[src/gov_params.svh]
`ifndef GOV_PARAMS_SVH
`define GOV_PARAMS_SVH
// clock and time base
`define CLK_HZ 40000000
`define TICK_MS 1
`define TICK_CYCLES ((`CLK_HZ / 1000) * `TICK_MS)
// longest speed-loss timeout, 0.5 s, in ms
`define LOST_MAX_MS 500
// register byte addresses
`define A_CTRL 12'h000
`define A_START_THR 12'h004
`define A_RUN_THR 12'h008
`define A_OVS_THR 12'h00C
`define A_LOST_TO 12'h010
`define A_START_LIM 12'h014
`define A_POS_CMD 12'h018
`define A_GAINS 12'h01C
`define A_STATUS 12'h020
`define A_FAULT_LOG 12'h024
`define A_KEY 12'h028
`define A_UNLOCK 12'h02C
// control field positions
`define C_OVS_EN 0
`define C_LOST_EN 1
`define C_RELAY_EN 2
`define C_LOG_EN 3
`define C_SLIM_EN 4
`define C_DIR 5
// fault log bit positions
`define L_CFG 0
`define L_OVS 1
`define L_LOST 2
// reset values
`define R_CTRL 6'h1F
`define R_START_THR 16'h0064
`define R_RUN_THR 16'h0320
`define R_OVS_THR 16'h0800
`define R_LOST_TO 9'h064
`define R_START_LIM 12'h400
`define R_GAINS 24'h040410
// torque ends
`define TQ_MAX 16'h7FFF
`define TQ_MIN 16'h8000
`endif

[src/gov_pkg.sv]
package gov_pkg;
   // supervisory states
   typedef enum logic [1:0] {ST_POWERUP, ST_START, ST_RUN, ST_ERROR} gov_state_t;
   // position loop state
   typedef struct packed {
      logic signed [19:0] integ;
      logic signed [12:0] e_prev;
      logic [15:0] torque;
   } pid_st_t;
   // supervisor state
   typedef struct packed {
      logic [5:0] ctrl;
      logic [15:0] start_thr;
      logic [15:0] run_thr;
      logic [15:0] ovs_thr;
      logic [8:0] lost_to;
      logic [11:0] start_lim;
      logic [11:0] pos_cmd;
      logic [23:0] gains;
      logic [15:0] key;
      logic [15:0] unlock;
      gov_state_t state;
      logic checked;
      logic cfg_f;
      logic ovs_f;
      logic lost_f;
      logic [2:0] log;
      logic s1;
      logic s2;
      logic s3;
      logic spd_lvl;
      logic [15:0] tick_cnt;
      logic [8:0] ms_cnt;
      logic [15:0] torque;
      logic relay_oe;
      logic nv_we;
      logic [31:0] prdata;
      logic pready;
      logic pslverr;
   } sup_st_t;
endpackage : gov_pkg

[src/pid_torque.sv]
`timescale 1ns/100ps
`include "gov_params.svh"
module pid_torque
(
   input wire logic pclk, // bus clock
   input wire logic presetn, // async reset, low
   input wire logic enable, // loop running
   input wire logic [11:0] pos_cmd, // wanted position
   input wire logic [11:0] pos_meas, // measured position
   input wire logic [7:0] kp, // proportional gain
   input wire logic [7:0] ki, // integral gain
   input wire logic [7:0] kd, // derivative gain
   output logic [15:0] torque // signed torque command
);
   gov_pkg::pid_st_t st; // registered state
   gov_pkg::pid_st_t nx; // next state
   logic signed [12:0] err; // position error
   logic signed [31:0] acc; // weighted sum

   // error, three terms, scale and saturate
   always_comb
   begin
      nx = st;
      err = $signed({1'b0, pos_cmd}) - $signed({1'b0, pos_meas});
      acc = 32'sd0;
      if (!enable)
      begin
         nx.integ = 20'sd0;
         nx.e_prev = 13'sd0;
         nx.torque = 16'h0000;
      end
      else
      begin
         acc = 32'($signed({1'b0, kp}) * err) + 32'($signed({1'b0, ki}) * st.integ) / 32'sd16
            + 32'($signed({1'b0, kd}) * 32'(err - st.e_prev));
         acc = acc >>> 4;
         // hold integrator at its last value when the sum would pass +/-3FFFF, to avoid windup
         if (st.integ + 20'(err) > 20'sh3FFFF || st.integ + 20'(err) < -20'sh3FFFF)
            nx.integ = st.integ;
         else
            nx.integ = st.integ + 20'(err);
         nx.e_prev = err;
         if (acc > 32'sh7FFF)
            nx.torque = `TQ_MAX;
         else if (acc < -32'sh8000)
            nx.torque = `TQ_MIN;
         else
            nx.torque = acc[15:0];
      end
   end

   // state register
   always_ff @(posedge pclk or negedge presetn)
   begin
      if (!presetn)
         st <= '0;
      else
         st <= nx;
   end

   assign torque = st.torque;
endmodule : pid_torque

[src/gov_supervisor.sv]
`timescale 1ns/100ps
`include "gov_params.svh"
module gov_supervisor
#(
   parameter int TICK_CYCLES = `TICK_CYCLES // cycles per ms tick
)
(
   input wire logic pclk, // 40 MHz clock
   input wire logic presetn, // async reset, low
   input wire logic [11:0] paddr, // apb address
   input wire logic psel, // apb select
   input wire logic penable, // apb enable
   input wire logic pwrite, // apb direction
   input wire logic [31:0] pwdata, // apb write data
   output logic [31:0] prdata, // apb read data
   output logic pready, // apb ready
   output logic pslverr, // apb error
   input wire logic [15:0] speed_value, // measured engine speed
   input wire logic speed_pulse_pin, // raw speed pulse pin
   input wire logic [11:0] pos_meas, // measured actuator position
   input wire logic cfg_image_ok, // configuration image present
   input wire logic [2:0] nv_log_in, // stored fault log at power-up
   output logic [15:0] torque_cmd, // signed actuator torque
   output logic relay_o, // relay pin level, always low
   output logic relay_oe, // relay pin sinking
   output logic [2:0] nv_log_out, // fault log to storage
   output logic nv_log_we, // storage write pulse
   output logic [1:0] gov_state // supervisory state
);
   gov_pkg::sup_st_t st; // registered state
   gov_pkg::sup_st_t nx; // next state
   logic [15:0] pid_tq; // loop torque
   logic [11:0] cmd_eff; // limited position command
   logic loop_on; // loop running
   logic pulse; // speed pulse seen
   logic tick; // ms enable
   logic armed; // detectors live
   logic locked; // protected reads refused
   logic prot; // protected address
   logic [8:0] lim; // effective timeout

   // refuse tick counts the divider cannot hold
   if (TICK_CYCLES < 2 || TICK_CYCLES > 65535)
      $error("tick count out of range");

   // start fuel limit caps command before run
   always_comb
   begin
      cmd_eff = st.pos_cmd;
      if (st.state == gov_pkg::ST_START && st.ctrl[`C_SLIM_EN] && st.pos_cmd > st.start_lim)
         cmd_eff = st.start_lim;
   end
   assign loop_on = (st.state == gov_pkg::ST_START) || (st.state == gov_pkg::ST_RUN);

   pid_torque u_pid
   (
      .pclk(pclk),
      .presetn(presetn),
      .enable(loop_on),
      .pos_cmd(cmd_eff),
      .pos_meas(pos_meas),
      .kp(st.gains[23:16]),
      .ki(st.gains[15:8]),
      .kd(st.gains[7:0]),
      .torque(pid_tq)
   );

   // all next-state logic
   always_comb
   begin
      nx = st;
      nx.nv_we = 1'b0;
      nx.pready = 1'b0;
      nx.pslverr = 1'b0;
      // three-stage pin synchroniser
      nx.s1 = speed_pulse_pin;
      nx.s2 = st.s1;
      nx.s3 = st.s2;
      if (st.s2 == st.s3)
         nx.spd_lvl = st.s3;
      pulse = nx.spd_lvl & ~st.spd_lvl;
      // ms divider
      tick = (st.tick_cnt == 16'(TICK_CYCLES - 1));
      nx.tick_cnt = tick ? 16'h0000 : st.tick_cnt + 16'h0001;
      // one-shot check after reset release
      if (!st.checked)
      begin
         nx.checked = 1'b1;
         nx.cfg_f = ~cfg_image_ok;
         nx.log = nv_log_in;
      end
      // timeout clamped to 0.5 s, never zero
      lim = (st.lost_to > 9'(`LOST_MAX_MS)) ? 9'(`LOST_MAX_MS) : st.lost_to;
      if (lim == 9'h000)
         lim = 9'h001;
      armed = (st.state == gov_pkg::ST_RUN);
      if (!armed || pulse)
         nx.ms_cnt = 9'h000;
      else if (tick && st.ms_cnt < lim)
         nx.ms_cnt = st.ms_cnt + 9'h001;
      // fault detectors, strict compare for overspeed, speed loss at or above limit
      if (armed && st.ctrl[`C_OVS_EN] && speed_value > st.ovs_thr)
         nx.ovs_f = 1'b1;
      if (armed && st.ctrl[`C_LOST_EN] && st.ms_cnt >= lim)
         nx.lost_f = 1'b1;
      // supervisory state machine
      unique case (st.state)
         gov_pkg::ST_POWERUP:
         begin
            if (st.checked && st.cfg_f)
               nx.state = gov_pkg::ST_ERROR;
            else if (st.checked && speed_value > st.start_thr)
               nx.state = gov_pkg::ST_START;
         end
         gov_pkg::ST_START:
         begin
            if (speed_value > st.run_thr)
               nx.state = gov_pkg::ST_RUN;
         end
         gov_pkg::ST_RUN:
         begin
            if (st.ovs_f || st.lost_f)
               nx.state = gov_pkg::ST_ERROR;
         end
         gov_pkg::ST_ERROR:
         begin
            nx.state = gov_pkg::ST_ERROR;
         end
      endcase
      // torque gate by state
      unique case (st.state)
         gov_pkg::ST_POWERUP: nx.torque = 16'h0000;
         gov_pkg::ST_START, gov_pkg::ST_RUN: nx.torque = pid_tq;
         gov_pkg::ST_ERROR: nx.torque = st.ctrl[`C_DIR] ? `TQ_MAX : `TQ_MIN;
      endcase
      // relay sinks on config fault, or on overspeed or speed loss when relay enabled
      nx.relay_oe = st.cfg_f | (st.ctrl[`C_RELAY_EN] & (st.ovs_f | st.lost_f));
      // apb setup phase: decode and answer next cycle
      locked = (st.key != 16'h0000) && (st.unlock != st.key);
      prot = (paddr <= `A_GAINS) || (paddr == `A_FAULT_LOG);
      if (psel && !penable)
      begin
         nx.pready = 1'b1;
         nx.prdata = 32'h00000000;
         if (locked && prot && !pwrite)
            nx.pslverr = 1'b1;
         else if (locked && pwrite && paddr == `A_KEY)
            nx.pslverr = 1'b1;
         else
         begin
            unique case (paddr)
               `A_CTRL: nx.prdata = 32'(st.ctrl);
               `A_START_THR: nx.prdata = 32'(st.start_thr);
               `A_RUN_THR: nx.prdata = 32'(st.run_thr);
               `A_OVS_THR: nx.prdata = 32'(st.ovs_thr);
               `A_LOST_TO: nx.prdata = 32'(st.lost_to);
               `A_START_LIM: nx.prdata = 32'(st.start_lim);
               `A_POS_CMD: nx.prdata = 32'(st.pos_cmd);
               `A_GAINS: nx.prdata = 32'(st.gains);
               `A_STATUS: nx.prdata = {24'h000000, st.lost_f, st.ovs_f, st.cfg_f, st.relay_oe,
                  locked, st.checked, st.state};
               `A_FAULT_LOG: nx.prdata = 32'(st.log);
               `A_KEY, `A_UNLOCK: nx.prdata = 32'h00000000;
               default: nx.pslverr = 1'b1;
            endcase
         end
      end
      // apb access phase: write takes effect
      if (psel && penable && st.pready && pwrite && !st.pslverr)
      begin
         unique case (paddr)
            `A_CTRL: nx.ctrl = pwdata[5:0];
            `A_START_THR: nx.start_thr = pwdata[15:0];
            `A_RUN_THR: nx.run_thr = pwdata[15:0];
            `A_OVS_THR: nx.ovs_thr = pwdata[15:0];
            `A_LOST_TO: nx.lost_to = pwdata[8:0];
            `A_START_LIM: nx.start_lim = pwdata[11:0];
            `A_POS_CMD: nx.pos_cmd = pwdata[11:0];
            `A_GAINS: nx.gains = pwdata[23:0];
            `A_FAULT_LOG: nx.log = nx.log & ~pwdata[2:0];
            `A_KEY: nx.key = pwdata[15:0];
            `A_UNLOCK: nx.unlock = pwdata[15:0];
            default: ;
         endcase
         if (paddr == `A_FAULT_LOG)
            nx.nv_we = 1'b1;
      end
      // log fault source on entry to error; set beats clear
      if (nx.state == gov_pkg::ST_ERROR && st.state != gov_pkg::ST_ERROR && st.ctrl[`C_LOG_EN])
      begin
         nx.log = nx.log | {st.lost_f, st.ovs_f, st.cfg_f};
         nx.nv_we = 1'b1;
      end
   end

   // state register, powerup on reset
   always_ff @(posedge pclk or negedge presetn)
   begin
      if (!presetn)
      begin
         st <= '0;
         st.state <= gov_pkg::ST_POWERUP;
         st.ctrl <= `R_CTRL;
         st.start_thr <= `R_START_THR;
         st.run_thr <= `R_RUN_THR;
         st.ovs_thr <= `R_OVS_THR;
         st.lost_to <= `R_LOST_TO;
         st.start_lim <= `R_START_LIM;
         st.gains <= `R_GAINS;
      end
      else
         st <= nx;
   end

   // outputs straight from flops, relay_o tied low
   assign prdata = st.prdata;
   assign pready = st.pready;
   assign pslverr = st.pslverr;
   assign torque_cmd = st.torque;
   assign relay_o = 1'b0;
   assign relay_oe = st.relay_oe;
   assign nv_log_out = st.log;
   assign nv_log_we = st.nv_we;
   assign gov_state = st.state;
endmodule : gov_supervisor

[config.mk]
export PLATFORM = sky130hd
export DESIGN_NAME = gov_supervisor
export DESIGN_NICKNAME = d
export VERILOG_FILES = /design/src/gov_pkg.sv /design/src/pid_torque.sv /design/src/gov_supervisor.sv
export VERILOG_INCLUDE_DIRS = /design/src
export SDC_FILE = /design/constraint.sdc
export NUM_CORES = 2
export LEC_CHECK = 0
export BUFFER_PORTS_ARGS = -buffer_cell sky130_fd_sc_hd__clkbuf_2
export CAP_MARGIN = 20
export CORE_UTILIZATION = 25
export CTS_BUF_LIST = sky130_fd_sc_hd__clkbuf_8
export DETAILED_ROUTE_END_ITERATION = 10
export GPL_TIMING_DRIVEN = 0
export PLACE_DENSITY = 0.4
export SYNTH_ARGS = -nofsm -noshare
export SYNTH_HDL_FRONTEND = slang
export SYNTH_SLANG_ARGS = --single-unit
[constraint.sdc]
create_clock -name pclk -period 11.1 [get_ports pclk]
set_input_delay 1.665 -clock pclk [delete_from_list [all_inputs] [get_ports pclk]]
set_output_delay 1.665 -clock pclk [all_outputs]
set_load 0.005 [all_outputs]
# Word level (Yosys, flattened, before mapping)
# Index checks and enable logic that the tools add are counted.
# word_totals
register_bits	274
out_inout_bits	58
word_cells	164
# classes
n_addsub	8
mul	3
order_cmp	12
eq_ne	20
n_mux	32
bitwise	10
reduce_logical	48
# ops
cell	n
one-hot mux 24 bit (10 select lines)	1
adder 32 bit	2
two-way mux 16 bit	4
two-way mux 49 bit	1
equality test 12 x 5 -> 1 bit (second input constant)	4
equality test 12 x 6 -> 1 bit (second input constant)	4
greater-than comparator 16 bit	3
two-way mux 24 bit	2
one-hot mux 16 bit (3 select lines)	1
two-way mux 9 bit	4
adder 32 x 1 -> 32 bit	1
multiplier 9 x 32 -> 32 bit	1
multiplier 9 x 20 -> 29 bit	1
greater-than comparator 28 x 16 -> 1 bit (second input constant)	1
< comparator 28 x 16 -> 1 bit (second input constant)	1
equality test 12 x 4 -> 1 bit (second input constant)	2
multiplier 9 x 13 -> 22 bit	1
logical AND 1 bit	21
adder 20 x 13 -> 20 bit	1
greater-than comparator 20 x 19 -> 1 bit (second input constant)	1
< comparator 20 x 19 -> 1 bit (second input constant)	1
two-way mux 20 bit	1
AND reduction 2 bit	10
adder 16 x 1 -> 16 bit (second input constant)	1
other kinds (36)	63

# Depth between registers and ports, before layout
# depth
depth_word	12
mapped_depth	58
ltp_nobuf	55

# Hierarchy
# From an unflattened synthesis, not the netlist that was laid out.
# hier_totals
cells_unflattened	3474
hier_area_um2	32118.3
# by_module_without_submodules
mod	instances	cells_each	area_per_inst_um2	seq_area_each_um2
pid_torque	1	2315	20123.0	1226.2
gov_supervisor	1	1159	11995.3	5654.2

# Worst setup path before layout
# Ideal clock, no wire load.
# synth_path
kind	reg-to-reg
startpoint	register st[151] in the netlist's numbering
endpoint	register u_pid.st (netlist bit u_pid.torque[11])
setup_time_ns	0.064
arrival_time_ns	12.086
required_time_ns	11.036
setup_slack_ns	-1.049
path_stages_with_launch	55
period_less_slack_ns	12.149
path_cell_list	dfrtp_1 ha_1 a21o_1 a21oi_1 nor2b_1 o21ai_0 nand2b_1 a21oi_1 nor2b_1 o21ai_0 a221oi_1 clkbuf_1 mux2_2 ha_1 o21ai_0 a21boi_0 o21ai_0 a21boi_0 [19 not listed] o2111ai_1 a21oi_1 xnor2_1 fa_1 inv_1 fa_1 fa_1 inv_1 ha_1 a211oi_1 o21ai_0 a311oi_1 a21oi_1 o21a_1 or4_1 o22ai_2 buf_6 a21o_1
# synth_rtl
element	line	source
start, declared	gov_supervisor.sv:30	gov_pkg::sup_st_t st;
start signal, assigned	gov_supervisor.sv:212	st <= nx;
end signal, assigned	pid_torque.sv:58	st <= nx;
end, declared	pid_torque.sv:15	gov_pkg::pid_st_t st;

==> impl_metrics.env <==
export IMPL_status="complete, but fails checks"
export IMPL_violations="negative setup slack"
export IMPL_worstPathMaxFanout=10
export IMPL_first_iter_violations=1299
export IMPL_cts_buffers=58
export IMPL_dr_wl_met2_um=50800
export IMPL_p_leak_nw=18.9
export IMPL_fmaxAchievable_ghz=0.0826
export IMPL_rsz0062_at_grt="yes"
export IMPL_ff2ff_path_depth=51
export IMPL_drtAntennaViolNets=0
export IMPL_dieArea_um2=127000
export IMPL_reg2reg_setup_slack_ns=-1.01
export IMPL_route_detailed_vias_per_inst=4.55
export IMPL_path_class="reg -> reg"
export IMPL_initial_core_util=0.253
export IMPL_core_um2=124000
export IMPL_ys_types=90
export IMPL_grt_pass1_wl_um=159000
export IMPL_htree_levels=2
export IMPL_root_buffer="clkbuf_8"
export IMPL_p_per_area_nw_per_um2=98.6
export IMPL_p_int_w=0.00214
export IMPL_grt_max_degree=94
export IMPL_p_clk_frac=0.323
export IMPL_maxCapViolCount=0
export IMPL_dp_slack_ns=-3.19
export IMPL_final_cell_mix="inv_1 (596), fa_1 (347), nand2_1 (323), ha_1 (255), dfrtp_1 (254)"
export IMPL_top_layer="met4"
export IMPL_final_util=0.300
export IMPL_whs_path_depth=0
export IMPL_hold_viol_final=0
export IMPL_max_stage_delay_ns=0.58
export IMPL_crit_slowest_cell="fa_2"
export IMPL_synthFlopType="dfrtp_1"
export IMPL_critical_path_required_ns=11.76
export IMPL_synth_edff_count=0
export IMPL_hold_path_class="reg -> reg"
export IMPL_syn_area_per_cell_um2=9.27
export IMPL_wire_per_inst_um=19.6
export IMPL_wl_um=105000
export IMPL_areaGrowthSynthToFinish_pct=18.4
export IMPL_fin_nets=4370
export IMPL_met3_length_um=3630
export IMPL_p_sw_w=0.00154
export IMPL_tightest_slew_ns=1.12
export IMPL_seqPwrFrac=0.311
export IMPL_place_area_um2=34700
export IMPL_die_x_um=357
export IMPL_grt_pass1_vias=25000
export IMPL_tns_ns=-15.32
export IMPL_ys_ff_latch=274
export IMPL_power_total_w=0.00367
export IMPL_end_kind="flip-flop"
export IMPL_drc=0
export IMPL_yosysWarnings=0
export IMPL_grt_usage=0.166
export IMPL_fin_ws_ns=-1.01
export IMPL_cts_sinks=274
export IMPL_p_sw_frac=0.418
export IMPL_place_congestion=0.837
export IMPL_clockBufferDepth=3
export IMPL_pin_count=140
export IMPL_postSynthCellCount=3392
export IMPL_worstReg2RegEnd="u_pid.torque[10]$_DFF_PN0_"
export IMPL_slew_headroom=0.244
export IMPL_final_common_cell="inv_1"
export IMPL_pwr_share_comb=0.366
export IMPL_port_buffers=116
export IMPL_syn_area_um2=31500
export IMPL_insertion_delay_ns=0.76
export IMPL_hp_start="nx[79]$_DFF_PN0_"
export IMPL_postLayoutCellArea_um2=37300
export IMPL_vias=24300
export IMPL_cts_tree="built"
export IMPL_hold_end="nx[78]$_DFF_PN0_"
export IMPL_start_kind="flip-flop"
export IMPL_overflow=0
export IMPL_fin_crit_ns=12.11
export IMPL_final_period_utilization=1.09
export IMPL_grt_antenna_before_repair=6
export IMPL_vdd_ir_drop_max_mv=0.0895
export IMPL_hpwl_um=85200
export IMPL_ys_seq_area_frac=0.219
export IMPL_crit_top_cell="fa_1"
export IMPL_reg2reg_from="st[163]$_DFFE_PN0P_"
export IMPL_chipHeight_um=357
export IMPL_num_rows=129
export IMPL_arrival_ns=12.77
export IMPL_final_layout_size_suffix_gt1_frac=0.173
export IMPL_wl_met1_um=47900
export IMPL_setup_viol=16
export IMPL_clk_pin_slew_ns=0.06
export IMPL_synthArstFlopShare=1.00
export IMPL_dr_pass1_iters=5
export IMPL_postCtsHoldBufs=0
export IMPL_drv_slew=0
export IMPL_clock_skew_ns=0.0902
sequential cells by signal, indices dropped and copies added (netlist names):
register	cells
pslverr	1
nx	2
relay_oe	1
torque_cmd	16
u_pid.torque	16
nv_log_out	3
nv_log_we	1
gov_state	2
pready	1
u_pid.st	33
st	174
prdata	24
cell families after synthesis:
logic type	count (synthesis)	synth area share
fa+ha+maj	634	0.336
buf+inv	764	0.0984
other cells	2	0.000239
xor+xnor	124	0.0350
simple gates	919	0.147
compound gates	543	0.119
mux	132	0.0462
flops	274	0.219
worst max path at each step:
stage / startpoint / end / slack (ns) / cells past startpoint
global route: st[151]$_DFFE_PN0P_ / u_pid.torque[10]$_DFF_PN0_ / -1.56 / 58
floorplan: st[151]$_DFFE_PN0P_ / u_pid.torque[13]$_DFF_PN0_ / -0.21 / 53
global placement: st[151]$_DFFE_PN0P_ / u_pid.torque[10]$_DFF_PN0_ / -3.56 / 51
CTS: st[151]$_DFFE_PN0P_ / u_pid.torque[10]$_DFF_PN0_ / -1.08 / 55
finish: st[163]$_DFFE_PN0P_ / u_pid.torque[10]$_DFF_PN0_ / -1.01 / 51
detailed placement: st[151]$_DFFE_PN0P_ / u_pid.torque[10]$_DFF_PN0_ / -3.19 / 54
metrics by stage:
stage / instances / hold WS, ns
global route: 5342 / 0.351
detailed placement: 5168 / 0.336
floorplan: 3400 / 0.331
global placement: 5153 / 0.336
finish: 5342 / 0.348
CTS: 5329 / 0.349
area by class of cell:
type                            count  area [µm²]
Tap cell                         1637        2050
Buffer                            168         885
Clock buffer                       73        1000
Fill cell                       13200       87000
Antenna cell                        2        5.00
Timing Repair Buffer              197        1400
Inverter                          594        2230
Sequential cell                   274        6880
Multi-Input combinational cell   2362       22500
Clock inverter                     35         254
repair_timing:
item / in CTS / in global routing
pin swaps: 84 / 33
endpoints found under the setup margin: 16 / 16
cloned: 1 / 0
buffers inserted: 53 / 11
gates resized for setup: 133 / 19
power by group through the flow:
stage                     Sequential (W)  Combinational [W]  Clock [W]
final                            0.00114            0.00134    0.00119
after global routing             0.00115            0.00147    0.00128
after CTS                        0.00114            0.00135    0.00124
after detailed placement         0.00116            0.00131          0
after global placement           0.00116            0.00130          0
after floorplan                  0.00111           0.000834          0
metal layers:
| layer | up-vias | track usage |
|---|---|---|
| li1 | 11600 | - |
| met1 | 12200 | 0.225 |
| met2 | 430 | 0.283 |
| met3 | 92 | 0.0170 |
| met4 | 0 | 0.0416 |
| met5 | - | 0 |
cell usage after synthesis (6+ instances only):
master / count / area share
inv_1: 593 / 0.071
fa_1: 351 / 0.22
nand2_1: 327 / 0.039
ha_1: 282 / 0.11
dfrtp_1: 255 / 0.20
and2_1: 201 / 0.040
o21ai_0: 129 / 0.021
a21oi_1: 111 / 0.018
clkbuf_1: 107 / 0.013
mux2_2: 106 / 0.038
nor2_1: 104 / 0.012
xnor2_1: 71 / 0.020
a21o_1: 54 / 0.013
buf_4: 54 / 0.013
xor2_1: 52 / 0.014
nand3_1: 50 / 0.0080
nor3_1: 46 / 0.0073
nor2b_1: 42 / 0.0084
nand2b_1: 35 / 0.0070
o21a_1: 35 / 0.0084
nand4_1: 31 / 0.0062
mux2i_1: 26 / 0.0083
a22oi_1: 24 / 0.0057
a22o_1: 21 / 0.0058
dfstp_2: 19 / 0.016
nor4_1: 18 / 0.0036
a31oi_1: 17 / 0.0034
and3_1: 16 / 0.0032
or3_1: 15 / 0.0030
o21bai_1: 14 / 0.0033
a222oi_1: 13 / 0.0041
o211ai_1: 12 / 0.0029
a221oi_1: 10 / 0.0028
a32o_1: 9 / 0.0029
o22ai_1: 9 / 0.0018
a211oi_1: 8 / 0.0019
a21boi_0: 7 / 0.0017
nor3b_1: 7 / 0.0017
a211o_1: 6 / 0.0017
o31ai_1: 6 / 0.0014
critical path: cells and delay by family (launching register included):
family / cells / cell delay (ns)
and+or+nand+nor: 7 / 1.58
muxes: 2 / 0.63
AOI/OAI and AO/OA: 24 / 3.74
xor gates and xnor gates: 1 / 0.19
adders and majority gates: 11 / 4.62
buffers and inverters: 6 / 0.85
DFF: 1 / 0.37
Note: power is estimated with default switching activity, not from simulation.
